## config.mk

```make
export PLATFORM = sky130hd
export DESIGN_NAME = dsq_global_regs
export DESIGN_NICKNAME = d
export VERILOG_FILES = /design/src/pkg/dsq_pkg.sv /design/src/design/dsq_global_regs.sv /design/src/design/dsq_unit_seq.sv
export SDC_FILE = /design/constraint.sdc
export NUM_CORES = 1
export LEC_CHECK = 0
export BUFFER_PORTS_ARGS = -buffer_cell sky130_fd_sc_hd__buf_4
export CAP_MARGIN = 15
export CORE_ASPECT_RATIO = 2
export CORE_UTILIZATION = 35
export DETAILED_ROUTE_END_ITERATION = 16
export PLACE_DENSITY = 0.47
export SYNTH_ARGS = -nofsm -noshare
export SYNTH_HDL_FRONTEND = slang
export SYNTH_SLANG_ARGS = --single-unit
export TNS_END_PERCENT = 1
```

## constraint.sdc

```tcl
create_clock -name core_clk -period 3.8 [get_ports core_clk]
set_input_delay 0.76 -clock core_clk [delete_from_list [all_inputs] [get_ports core_clk]]
set_output_delay 0.76 -clock core_clk [all_outputs]
set_load 0.01 [all_outputs]
```

## src/pkg/dsq_pkg.sv

```systemverilog
// dsq_pkg: constants and types for the sequencer global control/status bank
// assumes a single 10 MHz core clock shared by every file of the block
package dsq_pkg;
  // ----------------------------------------
  // geometry
  // ----------------------------------------
  localparam int          NUM_UNITS   = 8;
  localparam int          PRELOAD_W   = 24;
  localparam int          XFER_W      = 5;
  // ----------------------------------------
  // register offsets (byte addresses)
  // ----------------------------------------
  localparam logic [7:0]  OFS_CTRL    = 8'h88;
  localparam logic [7:0]  OFS_STAT    = 8'h8c;
  localparam logic [7:0]  OFS_MASK    = 8'h90;
  localparam logic [7:0]  OFS_TMR_LO  = 8'h60;
  localparam logic [7:0]  OFS_TMR_HI  = 8'h7c;
  // ----------------------------------------
  // field positions
  // ----------------------------------------
  localparam int          CTRL_GATE_BIT = 8;
  localparam int          CTRL_W        = 9;
  localparam int          STAT_ACT      = 0;
  localparam int          STAT_SETTLE   = 1;
  localparam int          STAT_REQ      = 2;
  localparam int          STAT_UFLOW    = 3;
  // ----------------------------------------
  // reset values
  // ----------------------------------------
  localparam logic [8:0]  CTRL_RST    = 9'h000;
  localparam logic [31:0] MASK_RST    = 32'h0000_0000;
  localparam logic [23:0] PRELOAD_RST = 24'h00_0000;
  localparam logic [7:0]  FLAGS_RST   = 8'h00;
  // ----------------------------------------
  // timing
  // ----------------------------------------
  localparam int          CLK_NS      = 100;
  localparam int          TICK_US     = 10;
  localparam int          TICK_CYC    = (TICK_US * 1000) / CLK_NS;
  localparam logic [6:0]  TICK_LAST   = 7'(TICK_CYC - 1);
  localparam logic [4:0]  XFER_CYC    = 5'h10;
  // ----------------------------------------
  // sequencer states
  // ----------------------------------------
  typedef enum logic [1:0] {
    DSQ_IDLE = 2'b00,
    DSQ_RUN  = 2'b01,
    DSQ_HALT = 2'b10
  } dsq_seq_state_t;
endpackage

```

## src/design/dsq_global_regs.sv

```systemverilog
// dsq_global_regs: global sequencer control, unit status, mask and timers
// assumes a strobe register port on core_clk and async settle pins
//
// Overview of operation
// (RULE1) control bit 8 gates every interrupt; zero suppresses them all
// (RULE2) control bits 0..7 start (1) or stop (0) unit 1..8 sequencer
// (RULE3) activity flag stays set throughout a running sequencer
// (RULE4) on stop the transfer finishes; activity clears only once halted
// (RULE5) sequencers started by one write begin in the same cycle
// (RULE6) software programs timer, timed mode, then first data before start
// (RULE7) status packs underflow, request, settling, activity per unit nibble
// (RULE8) control bits 31..9 reserved; write zero, read value undefined
// (RULE9) underflow set when fetch finds request unacknowledged; sequencer goes on
// (RULE10) update interval equals (preload plus one) times ten microseconds
// (RULE11) writing zero keeps clearable flags; read-only flags ignore writes
`timescale 1ns/100ps
module dsq_global_regs
  import dsq_pkg::*;
(
  // clock and reset
  input  wire logic                 core_clk,
  input  wire logic                 rst_b,
  // register port
  input  wire logic [7:0]           regAddr,
  input  wire logic [31:0]          regWrData,
  input  wire logic                 regWr,
  input  wire logic                 regRd,
  output logic      [31:0]          regRdData,
  // unit pins
  input  wire logic [NUM_UNITS-1:0] unitSettle,
  output logic      [NUM_UNITS-1:0] unitFetch,
  output logic      [NUM_UNITS-1:0] unitUpdate,
  output logic      [NUM_UNITS-1:0] unitXfer,
  // interrupt
  output logic                      irq
);
  // ----------------------------------------
  // storage
  // ----------------------------------------
  logic [CTRL_W-1:0]    ctrl, next_ctrl;
  logic [31:0]          mask, next_mask;
  logic [PRELOAD_W-1:0] preload [NUM_UNITS];
  logic [PRELOAD_W-1:0] next_preload [NUM_UNITS];
  logic [NUM_UNITS-1:0] uflow, next_uflow;
  logic [NUM_UNITS-1:0] req, next_req;
  logic [NUM_UNITS-1:0] settleMeta, settleSync;
  logic [NUM_UNITS-1:0] unitActive;
  logic [6:0]           tickCnt, next_tickCnt;
  logic                 tick;
  logic [31:0]          statWord;
  logic [31:0]          next_rdData;
  logic                 next_irq;
  logic                 wrCtrl, wrStat, wrMask, wrTmr;
  logic [2:0]           tmrIdx;

  // ----------------------------------------
  // address decode
  // ----------------------------------------
  // timers sit on aligned words 0x60..0x7c, one per unit
  always_comb
  begin
    wrCtrl = 1'b0;
    wrStat = 1'b0;
    wrMask = 1'b0;
    wrTmr  = 1'b0;
    tmrIdx = regAddr[4:2];
    if (regWr && regAddr == OFS_CTRL)
      wrCtrl = 1'b1;
    else if (regWr && regAddr == OFS_STAT)
      wrStat = 1'b1;
    else if (regWr && regAddr == OFS_MASK)
      wrMask = 1'b1;
    else if (regWr && regAddr >= OFS_TMR_LO && regAddr <= OFS_TMR_HI && regAddr[1:0] == 2'b00)
      wrTmr = 1'b1;
  end

  // ----------------------------------------
  // 10 us timebase
  // ----------------------------------------
  // one shared divider keeps all units in phase with each other
  always_comb
  begin
    tick         = (tickCnt == '0);
    next_tickCnt = tick ? TICK_LAST : tickCnt - 7'h01;
  end

  // ----------------------------------------
  // control, mask and timer writes
  // ----------------------------------------
  always_comb
  begin
    next_ctrl    = ctrl;
    next_mask    = mask;
    next_preload = preload;
    // (RULE2) start/stop and gate bits
    if (wrCtrl)
      next_ctrl = regWrData[CTRL_W-1:0];
    if (wrMask)
      next_mask = regWrData;
    if (wrTmr)
      next_preload[tmrIdx] = regWrData[PRELOAD_W-1:0];
  end

  always_ff @(posedge core_clk or negedge rst_b)
  begin
    if (!rst_b)
    begin
      ctrl    <= CTRL_RST;
      mask    <= MASK_RST;
      tickCnt <= TICK_LAST;
      for (int i = 0; i < NUM_UNITS; i++)
        preload[i] <= PRELOAD_RST;
    end
    else
    begin
      ctrl    <= next_ctrl;
      mask    <= next_mask;
      tickCnt <= next_tickCnt;
      preload <= next_preload;
    end
  end

  // ----------------------------------------
  // settle pin synchroniser
  // ----------------------------------------
  always_ff @(posedge core_clk or negedge rst_b)
  begin
    if (!rst_b)
    begin
      settleMeta <= FLAGS_RST;
      settleSync <= FLAGS_RST;
    end
    else
    begin
      settleMeta <= unitSettle;
      settleSync <= settleMeta;
    end
  end

  // ----------------------------------------
  // unit sequencers
  // ----------------------------------------
  // (RULE5) one write reaches all run inputs at once
  generate
    for (genvar u = 0; u < NUM_UNITS; u++)
    begin : g_unit
      dsq_unit_seq u_seq (
        .core_clk (core_clk),
        .rst_b    (rst_b),
        .tick     (tick),
        .runReq   (ctrl[u]),
        .preload  (preload[u]),
        .active   (unitActive[u]),
        .fetch    (unitFetch[u]),
        .update   (unitUpdate[u]),
        .xferBusy (unitXfer[u])
      );
    end
  endgenerate

  // ----------------------------------------
  // clearable status flags
  // ----------------------------------------
  // a fetch in the clearing cycle wins, so no event is lost
  always_comb
  begin
    for (int i = 0; i < NUM_UNITS; i++)
    begin
      // (RULE11) only written ones clear
      next_uflow[i] = uflow[i] & ~(wrStat & regWrData[4*i+STAT_UFLOW]);
      next_req[i]   = req[i] & ~(wrStat & regWrData[4*i+STAT_REQ]);
      // (RULE9) unacknowledged data flags underflow
      if (unitFetch[i] && req[i])
        next_uflow[i] = 1'b1;
      if (unitFetch[i])
        next_req[i] = 1'b1;
    end
  end

  always_ff @(posedge core_clk or negedge rst_b)
  begin
    if (!rst_b)
    begin
      uflow <= FLAGS_RST;
      req   <= FLAGS_RST;
    end
    else
    begin
      uflow <= next_uflow;
      req   <= next_req;
    end
  end

  // ----------------------------------------
  // status word and read mux
  // ----------------------------------------
  // (RULE7) four flags per unit nibble
  always_comb
  begin
    statWord = 32'h0000_0000;
    for (int i = 0; i < NUM_UNITS; i++)
    begin
      statWord[4*i+STAT_UFLOW]  = uflow[i];
      statWord[4*i+STAT_REQ]    = req[i];
      statWord[4*i+STAT_SETTLE] = settleSync[i];
      // (RULE3) activity follows the sequencer
      statWord[4*i+STAT_ACT]    = unitActive[i];
    end
  end

  // unmapped and reserved bits read zero so software sees a stable value
  always_comb
  begin
    next_rdData = 32'h0000_0000;
    if (!regRd)
      next_rdData = 32'h0000_0000;
    // (RULE8) reserved bits read zero
    else if (regAddr == OFS_CTRL)
      next_rdData = {23'h00_0000, ctrl};
    else if (regAddr == OFS_STAT)
      next_rdData = statWord;
    else if (regAddr == OFS_MASK)
      next_rdData = mask;
    else if (regAddr >= OFS_TMR_LO && regAddr <= OFS_TMR_HI && regAddr[1:0] == 2'b00)
      next_rdData = {8'h00, preload[tmrIdx]};
  end

  // ----------------------------------------
  // interrupt
  // ----------------------------------------
  // only clearable flags raise; level flags would hold the line forever
  always_comb
  begin
    next_irq = 1'b0;
    for (int i = 0; i < NUM_UNITS; i++)
    begin
      if (uflow[i] && mask[4*i+STAT_UFLOW])
        next_irq = 1'b1;
      if (req[i] && mask[4*i+STAT_REQ])
        next_irq = 1'b1;
    end
    // (RULE1) master gate over all sources
    if (!ctrl[CTRL_GATE_BIT])
      next_irq = 1'b0;
  end

  always_ff @(posedge core_clk or negedge rst_b)
  begin
    if (!rst_b)
    begin
      regRdData <= 32'h0000_0000;
      irq       <= 1'b0;
    end
    else
    begin
      regRdData <= next_rdData;
      irq       <= next_irq;
    end
  end

  // ----------------------------------------
  // checks
  // ----------------------------------------
  property p_gate_off;
    @(posedge core_clk) disable iff (!rst_b)
    !ctrl[CTRL_GATE_BIT] |=> !irq;
  endproperty
  a_gate_off: assert property (p_gate_off) else $error("irq high with gate off"); // RULE1

  property p_gate_on;
    @(posedge core_clk) disable iff (!rst_b)
    (ctrl[CTRL_GATE_BIT] && (uflow[0] & mask[STAT_UFLOW])) |=> irq;
  endproperty
  a_gate_on: assert property (p_gate_on) else $error("irq missing"); // RULE1

  property p_ctrl_write;
    @(posedge core_clk) disable iff (!rst_b)
    wrCtrl |=> ctrl[7:0] == $past(regWrData[7:0]);
  endproperty
  a_ctrl_write: assert property (p_ctrl_write) else $error("run bits not stored"); // RULE2

  property p_run_active;
    @(posedge core_clk) disable iff (!rst_b)
    (ctrl[0] && unitActive[0]) ##1 ctrl[0] |-> unitActive[0];
  endproperty
  a_run_active: assert property (p_run_active) else $error("activity dropped while running"); // RULE3

  property p_start_together;
    @(posedge core_clk) disable iff (!rst_b)
    (wrCtrl && ctrl[7:0] == 8'h00 && unitActive == 8'h00) |=> ##1 unitActive == $past(ctrl[7:0]);
  endproperty
  a_start_together: assert property (p_start_together) else $error("units did not start together"); // RULE5

  property p_stat_layout;
    @(posedge core_clk) disable iff (!rst_b)
    (regRd && regAddr == OFS_STAT)
      |=> regRdData[31:28] == {$past(uflow[7]), $past(req[7]), $past(settleSync[7]), $past(unitActive[7])};
  endproperty
  a_stat_layout: assert property (p_stat_layout) else $error("status nibble misplaced"); // RULE7

  property p_ctrl_reserved;
    @(posedge core_clk) disable iff (!rst_b)
    (regRd && regAddr == OFS_CTRL) |=> regRdData[31:9] == 23'h00_0000;
  endproperty
  a_ctrl_reserved: assert property (p_ctrl_reserved) else $error("reserved bits nonzero"); // RULE8

  property p_underflow;
    @(posedge core_clk) disable iff (!rst_b)
    (unitFetch[0] && req[0]) |=> uflow[0] && req[0];
  endproperty
  a_underflow: assert property (p_underflow) else $error("underflow not flagged"); // RULE9

  property p_zero_keeps;
    @(posedge core_clk) disable iff (!rst_b)
    (wrStat && !regWrData[STAT_UFLOW] && uflow[0]) |=> uflow[0];
  endproperty
  a_zero_keeps: assert property (p_zero_keeps) else $error("flag cleared by zero write"); // RULE11

  property p_one_clears;
    @(posedge core_clk) disable iff (!rst_b)
    (wrStat && regWrData[STAT_REQ] && !unitFetch[0]) |=> !req[0];
  endproperty
  a_one_clears: assert property (p_one_clears) else $error("flag not cleared by one"); // RULE11

  property p_gate_on_req;
    @(posedge core_clk) disable iff (!rst_b)
    (ctrl[CTRL_GATE_BIT] && req[0] && mask[STAT_REQ]) |=> irq;
  endproperty
  a_gate_on_req: assert property (p_gate_on_req) else $error("irq missing for request"); // RULE1

  property p_mask_off;
    @(posedge core_clk) disable iff (!rst_b)
    (mask == 32'h0000_0000) |=> !irq;
  endproperty
  a_mask_off: assert property (p_mask_off) else $error("irq high with every source masked"); // RULE1

  property p_underflow_all;
    @(posedge core_clk) disable iff (!rst_b)
    ((unitFetch & req) != '0) |=> (uflow & $past(unitFetch) & $past(req)) == ($past(unitFetch) & $past(req));
  endproperty
  a_underflow_all: assert property (p_underflow_all) else $error("underflow missed on a unit"); // RULE9

  // bound covers a stop landing on a fresh 16-cycle transfer plus the halt step
  property p_halt_ends;
    @(posedge core_clk) disable iff (!rst_b)
    (!ctrl[0] && unitActive[0]) |-> ##[1:20] !unitActive[0];
  endproperty
  a_halt_ends: assert property (p_halt_ends) else $error("stopped unit never halted"); // RULE4
endmodule // dsq_global_regs

```

## src/design/dsq_unit_seq.sv

```systemverilog
// dsq_unit_seq: timed-update sequencer of one converter unit
// assumes tick is a one-cycle pulse every 10 us on the core clock
`timescale 1ns/100ps
module dsq_unit_seq
  import dsq_pkg::*;
(
  // clock and reset
  input  wire logic                 core_clk,
  input  wire logic                 rst_b,
  // control
  input  wire logic                 tick,
  input  wire logic                 runReq,
  input  wire logic [PRELOAD_W-1:0] preload,
  // status
  output logic                      active,
  output logic                      fetch,
  output logic                      update,
  output logic                      xferBusy
);
  dsq_seq_state_t       state, next_state;
  logic [PRELOAD_W-1:0] cnt, next_cnt;
  logic [XFER_W-1:0]    xferCnt, next_xferCnt;
  logic                 next_fetch, next_update;
  logic                 next_active, next_xferBusy;

  // sequencing: counter reloads on expiry so the period is exact
  always_comb
  begin
    next_state   = state;
    next_cnt     = cnt;
    next_xferCnt = (xferCnt != '0) ? xferCnt - 5'h01 : xferCnt;
    next_fetch   = 1'b0;
    next_update  = 1'b0;
    case (state)
      DSQ_IDLE:
      begin
        if (runReq)
        begin
          next_state   = DSQ_RUN;
          next_cnt     = preload;
          next_fetch   = 1'b1;
          next_xferCnt = XFER_CYC;
        end
      end
      DSQ_RUN:
      begin
        // (RULE4) stop defers to transfer
        if (!runReq)
          next_state = DSQ_HALT;
        else if (tick)
        begin
          // (RULE10) update every preload+1 ticks
          if (cnt == '0)
          begin
            next_update  = 1'b1;
            next_cnt     = preload;
            next_fetch   = 1'b1;
            next_xferCnt = XFER_CYC;
          end
          else
            next_cnt = cnt - 24'h00_0001;
        end
      end
      DSQ_HALT:
      begin
        if (xferCnt == '0)
          next_state = DSQ_IDLE;
      end
      default: next_state = DSQ_IDLE;
    endcase
    // activity covers running and halting alike, so software sees the real stop
    next_active   = (next_state != DSQ_IDLE);
    next_xferBusy = (next_xferCnt != '0);
  end

  // state registers
  always_ff @(posedge core_clk or negedge rst_b)
  begin
    if (!rst_b)
    begin
      state    <= DSQ_IDLE;
      cnt      <= PRELOAD_RST;
      xferCnt  <= '0;
      fetch    <= 1'b0;
      update   <= 1'b0;
      active   <= 1'b0;
      xferBusy <= 1'b0;
    end
    else
    begin
      state    <= next_state;
      cnt      <= next_cnt;
      xferCnt  <= next_xferCnt;
      fetch    <= next_fetch;
      update   <= next_update;
      active   <= next_active;
      xferBusy <= next_xferBusy;
    end
  end

  property p_halt_waits;
    @(posedge core_clk) disable iff (!rst_b)
    (state == DSQ_HALT && xferCnt != '0) |=> active;
  endproperty
  a_halt_waits: assert property (p_halt_waits) else $error("active dropped mid transfer"); // RULE4

  property p_update_on_expiry;
    @(posedge core_clk) disable iff (!rst_b)
    $rose(update) |-> $past(tick) && $past(cnt) == '0 && cnt == $past(preload);
  endproperty
  a_update_on_expiry: assert property (p_update_on_expiry) else $error("update off interval"); // RULE10
endmodule // dsq_unit_seq

```

After elaboration in Yosys (flattened, before gate mapping)
Index checks and enable logic that the tools add are counted.

Bitwise gates (word level): 49. Reduce and logical (&&, ||, !) cells: 99. Equal/unequal tests: 43. Multiplexer cells: 223. $add $sub $neg: 17. Magnitude comparators: 4.

Operator list (count): $mux W24 (36); $pmux W24 S2 (8); $mux W5 (40); $bwmux W192 (1); $logic_not A24 Y1 (8); $sub A24 B1 Y24 const B (8); $mux W32 (4); $mux W1 (83); $pmux W5 S2 (8); $reduce_bool A5 Y1 (16); $bmux W24 S3 (1); $demux W24 S3 (1); $mux W2 (24); $pmux W2 S3 (8); $ne A2 B2 Y1 const B (23); $logic_not A5 Y1 (8); $sub A5 B1 Y5 const B (8); $logic_and A1 B1 Y1 (33); $and A1 B1 Y1 (32); $reduce_and A4 Y1 (8); $reduce_bool A2 Y1 (16); $eq A8 B8 Y1 const B (3); $logic_not A2 Y1 (9); $eq A2 B1 Y1 const B (8); 12 further kinds (41).

Input port bits: 52. Output and inout bits: 57. Word-level logic and storage cells: 508. Flip-flop bits (word level): 585.

Depth between registers and ports, before layout
Depth after elaboration: 18. Depth in mapped cells: 10. Depth with buffers taken out: 8.

Cells and area by module
From an unflattened synthesis, not the netlist that was laid out.

Cells, all modules: 2891. Area, all modules: 29881.2 um^2.

Modules (own cells, without submodules): dsq_global_regs (cells each 999, area an instance 13317.8 um^2, seq. area each 7637.3 um^2, times used 1); dsq_unit_seq (g_unit[2].u_seq ...) (cells each 238, area an instance 2073.2 um^2, seq. area each 875.8 um^2, times used 5); dsq_unit_seq (g_unit[0].u_seq ...) (cells each 231, area an instance 2054.5 um^2, seq. area each 875.8 um^2, times used 2); dsq_unit_seq (g_unit[7].u_seq) (cells each 240, area an instance 2088.3 um^2, seq. area each 875.8 um^2, times used 1).

Worst setup path before layout
OpenSTA, ideal clock, no wires.

Path type: input to register. Start point: in regAddr[1]. End point: reg req[2]. Stages on the path: 7. Arrival: 2.672 ns. Path slack: 1.010 ns. Setup time: 0.118 ns. Cell sequence: or4b_2 nor4_2 and2_0 clkbuf_1 buf_2 nand2_1 a21o_1.

Word-level cells in the longest chain between the ends: 8. Elaborated cells on any way between the ends: 10.

Ends and longest elaborated chain: start: declaration (RTL line dsq_global_regs.sv:24) `input wire logic [7:0] regAddr,`; $eq A8 B8 Y1 (RTL line dsq_global_regs.sv:69) `else if (regWr && regAddr == OFS_STAT)`; $logic_and A1 B1 Y1 (RTL line dsq_global_regs.sv:69); $mux W1 (RTL line dsq_global_regs.sv:69); $mux W1 (*) (RTL line dsq_global_regs.sv:67) `if (regWr && regAddr == OFS_CTRL)`; $and A1 B1 Y1 (*) (RTL line dsq_global_regs.sv:171) `next_req[i] = req[i] & ~(wrStat & regWrData[4*i+STAT_REQ]);`; $not A1 Y1 (*) (RTL line dsq_global_regs.sv:171); $and A1 B1 Y1 (*) (RTL line dsq_global_regs.sv:171); $mux W1 (*) (RTL line dsq_global_regs.sv:175) `if (unitFetch[i])`; via next_req[2] (RTL line dsq_global_regs.sv:45) `logic [NUM_UNITS-1:0] req, next_req;`; end signal: assignment (RTL line dsq_global_regs.sv:190) `req <= next_req;`; end: declaration (RTL line dsq_global_regs.sv:45).

Mark *: on every way through the listed nets, which the timed path passes. The rest lies on a longest branch. A chain may end at the register's enable or synchronous reset.

Worst setup path in the final report
Start point: reg g_unit[6].u_seq.cnt[13]. End point: reg g_unit[6].u_seq.cnt[13].

Word-level cells in the longest chain between the ends: 5. Elaborated cells on any way between the ends: 6.

Ends and longest elaborated chain: start: declaration (RTL line dsq_unit_seq.sv:21) `logic [PRELOAD_W-1:0] cnt, next_cnt;`; start signal: assignment (RTL line dsq_unit_seq.sv:92) `cnt <= next_cnt;`; $sub A24 B1 Y24 / $logic_not A24 Y1 (equally long branches) (RTL line dsq_unit_seq.sv:61, dsq_unit_seq.sv:53); $mux W24 (*) (RTL line dsq_unit_seq.sv:53) `if (cnt == '0)`; $mux W24 (*) (RTL line dsq_unit_seq.sv:50) `else if (tick)`; $mux W24 (*) (RTL line dsq_unit_seq.sv:48) `if (!runReq)`; $pmux W24 S2 (*) (RTL line dsq_unit_seq.sv:34) `case (state)`.

Mark *: on every way between the ends. The rest lies on a longest branch, timed or not. The select of a mux whose other input is x is not followed.

==> impl_results.md <==
- Type of the worst setup path: flip-flop to flip-flop
- Avg Synthesized Cell Area: 10.5 um2
- # hold bufs at CTS: 0
- Crit-path slowest cell: nor4_1
- Largest net degree at the start of global routing: 96
- H-tree depth: 2
- CP max FO: 20
- Worst skew pair latency: 0.66 ns
- # Post-CTS Setup Buffers: 0
- # setup viols final: 0
- Die extent in y: ~420 um
- Critical path cell sequence: or3_1, nor4_1, a31o_2, o21ai_0, a221o_1
- Number of global-route vias before repair: ~25000
- Antenna violations before repair: 1
- Core area: 84800 um2
- Sequential fraction of the synthesis area: 0.487
- Post-Place Setup Slack: 0.295 ns
- Setup crit start: g_unit[6].u_seq.cnt[13]
- Critical Path Max Stage Delay: 0.95 ns
- Worst slew pin tran: 1.08 ns
- Worst slew margin: 0.264
- Max-Cap Viols: 0
- Clock sink count: 585
- Inserted Diodes: 0
- Post-synth EDFFs: 0
- DIE AREA: about 87000 um2
- CTS Buffer Depth: 3
- P_leak: about 0.015 uW
- Port buffer count: 108
- Peak VDD IR: approximately 0.37 mV
- Hpwl dp: just over 80000 um
- Critical Path End Type: flip-flop
- Yosys reg bits: 585
- Ys async rst share: 1.00
- Via Count: 24300
- Most frequent cells in the layout: dfrtp_1 (581), mux2_2 (255), nand2_1 (192), buf_4 (192), nor2_1 (162)
- DRT antenna net count: 0
- Ys flop type: dfrtp_1
- Arr. time, crit path: 3.67 ns
- Fillcell total: 8200
- Worst Setup Slack, final: 0.682 ns
- CTS tree: built
- Final setup TNS: 0 ns
- CP required: 4.35 ns
- Yosys cell types: 83
- Post-Syn Area: around 30000 um2
- Grt ovf: 0
- Tcrit/Tclk final: 0.820
- Launching point of the worst reg2reg path: g_unit[6].u_seq.cnt[13]
- IO Pins: 109
- Worst setup SP type: flip-flop
- Fin. max-slew vios: 0
- Synth top area share: 0.483
- Fraction of layout cells with a size suffix above 1: 0.221
- Post-cts sizing count: 0
- HP Class: primary input to asynchronous set/reset pin
- Vias/cell: a little over 6
- Initial DRC count: 1573
- Cell taking the most area after synthesis: dfrtp_1
- Final min period: about 3.1 ns
- Max Fclk: 0.321 GHz
- Final Hold Vio Count: 0
- Die X: 209 um
- Most common cell after layout, fill and taps aside: dfrtp_1
- Synth Warn #: 0
- Status: complete, no violations
- Global-route wire length before repair: ~160000 um
- Synth top area cells: dfrtp_1 (48%), mux2_2 (9.5%), nand2_1 (2.4%)
- Layout Skew: 0.0287 ns
- 1st-pass router iterations: 6
- DP Area: approximately 32000 um2
- Final Net Count: 2984
- DRC: 0
- Row cnt: 151
- PD cells: 590 nW/um2
- Layout area overhead: 13.4%
- Gr usage total: 0.255
- RSZ-0062 raised after global routing: false
- Root buffer cell: clkbuf_16
- Initial core utilization: 0.355
- CTS clk-pin slew, worst paths: 0.07 ns
- Final WL: approximately 110000 um
- Placer congestion estimate: about 0.91
- WL/cell: 27.6 um
- Fin area: 34100 um2
- TritonCTS Buffers: 57
- Syn Inst Count: 2858
- Post-synthesis net count: 2935
cell usage after synthesis, drive strengths merged, types with 14 or more instances:
cell type  number
o2bb2ai        14
o21ai         135
clkbuf        138
ha             25
nand4          39
a22oi          40
dfrtp         581
a311o          16
mux2          255
buf            73
and3           32
mux2i          70
nor2          167
xnor2          25
nand2         193
a221o          20
a21o           17
nand2b         29
nor4           72
or3            23
nand3b         16
or4            39
inv            71
nand3         122
nor3          117
nor2b          16
o311ai         14
mux4           29
or2            14
a31oi          26
a21oi         114
o22ai          24
a211oi         27
nor3b          19
a211o          15
a2bb2oi        46
o211ai         32
state kept, by name, summed over array words and instances, names as in the netlist, 9 cells and up:
name	cells
ctrl	9
g_unit.u_seq.cnt	192
g_unit.u_seq.state	16
g_unit.u_seq.xferCnt	40
mask	32
preload	192
regRdData	32
worst max-delay path, delay by kind of cell, from the launching register on:
kind,cells,cell delay [ns]
simple gates,2,1.44
compound gates,3,1.11
flops,1,0.44
path summary, 6_finish.rpt:
kind                                                    to  slack [ns]  depth (start not counted)
min in group core_clk                        settleMeta[6]        0.20                          1
worst max-delay path               g_unit[6].u_seq.cnt[13]        0.68                          5
worst max register to register     g_unit[6].u_seq.cnt[13]        0.68                          5
worst min register to register               settleSync[2]        0.35                          0
worst min-delay path               g_unit[3].u_seq.cnt[17]        0.07                          1
max in group asynchronous       g_unit[5].u_seq.xferCnt[2]        2.68                          2
layout make-up:
| class | count | area (um2) | area share |
|---|---|---|---|
| inverter | 73 | 274 | 0.00804 |
| timing repair buffer | 201 | 1580 | 0.0465 |
| tap | 1071 | 1340 | 0.0393 |
| multi-input combinational | 1989 | 14300 | 0.421 |
| clock inverter | 21 | 297 | 0.00870 |
| sequential | 585 | 14600 | 0.429 |
| clock buffer | 77 | 1620 | 0.0476 |
metrics by stage:
step                utilization  instances  total power, uW  hold slack (ns)
floorplan                     -       2858            12200            0.331
global placement          0.379       3917            13900            0.331
detailed placement        0.379       3919            14100            0.335
CTS                       0.402       4017            20300           0.0752
global route              0.402       4017            21200           0.0815
finish                    0.402       4017            20100           0.0675
kinds of logic after synthesis:
logic type      synth area share
flops                      0.487
xor+xnor                 0.00786
fa+ha+maj                 0.0104
compound gates             0.147
simple gates               0.167
mux                        0.140
buf+inv                   0.0405
routing by layer:
metal	vias to the layer above	wire length (um)	GRT usage
li1	10800	-	-
met1	12600	41600	0.289
met2	684	58600	0.464
met3	207	4200	0.0253
met4	0	6660	0.139
met5	-	0	0
report_power, final:
| part | switching (uW) | internal (uW) | total [uW] |
|---|---|---|---|
| Combinational | 3140 | 2180 | 5330 |
| Sequential | 1390 | 7340 | 8730 |
| Clock | 2670 | 3390 | 6060 |
| Total | 7200 | 12900 | 20100 |
Note: power is estimated with default switching activity, not from simulation.
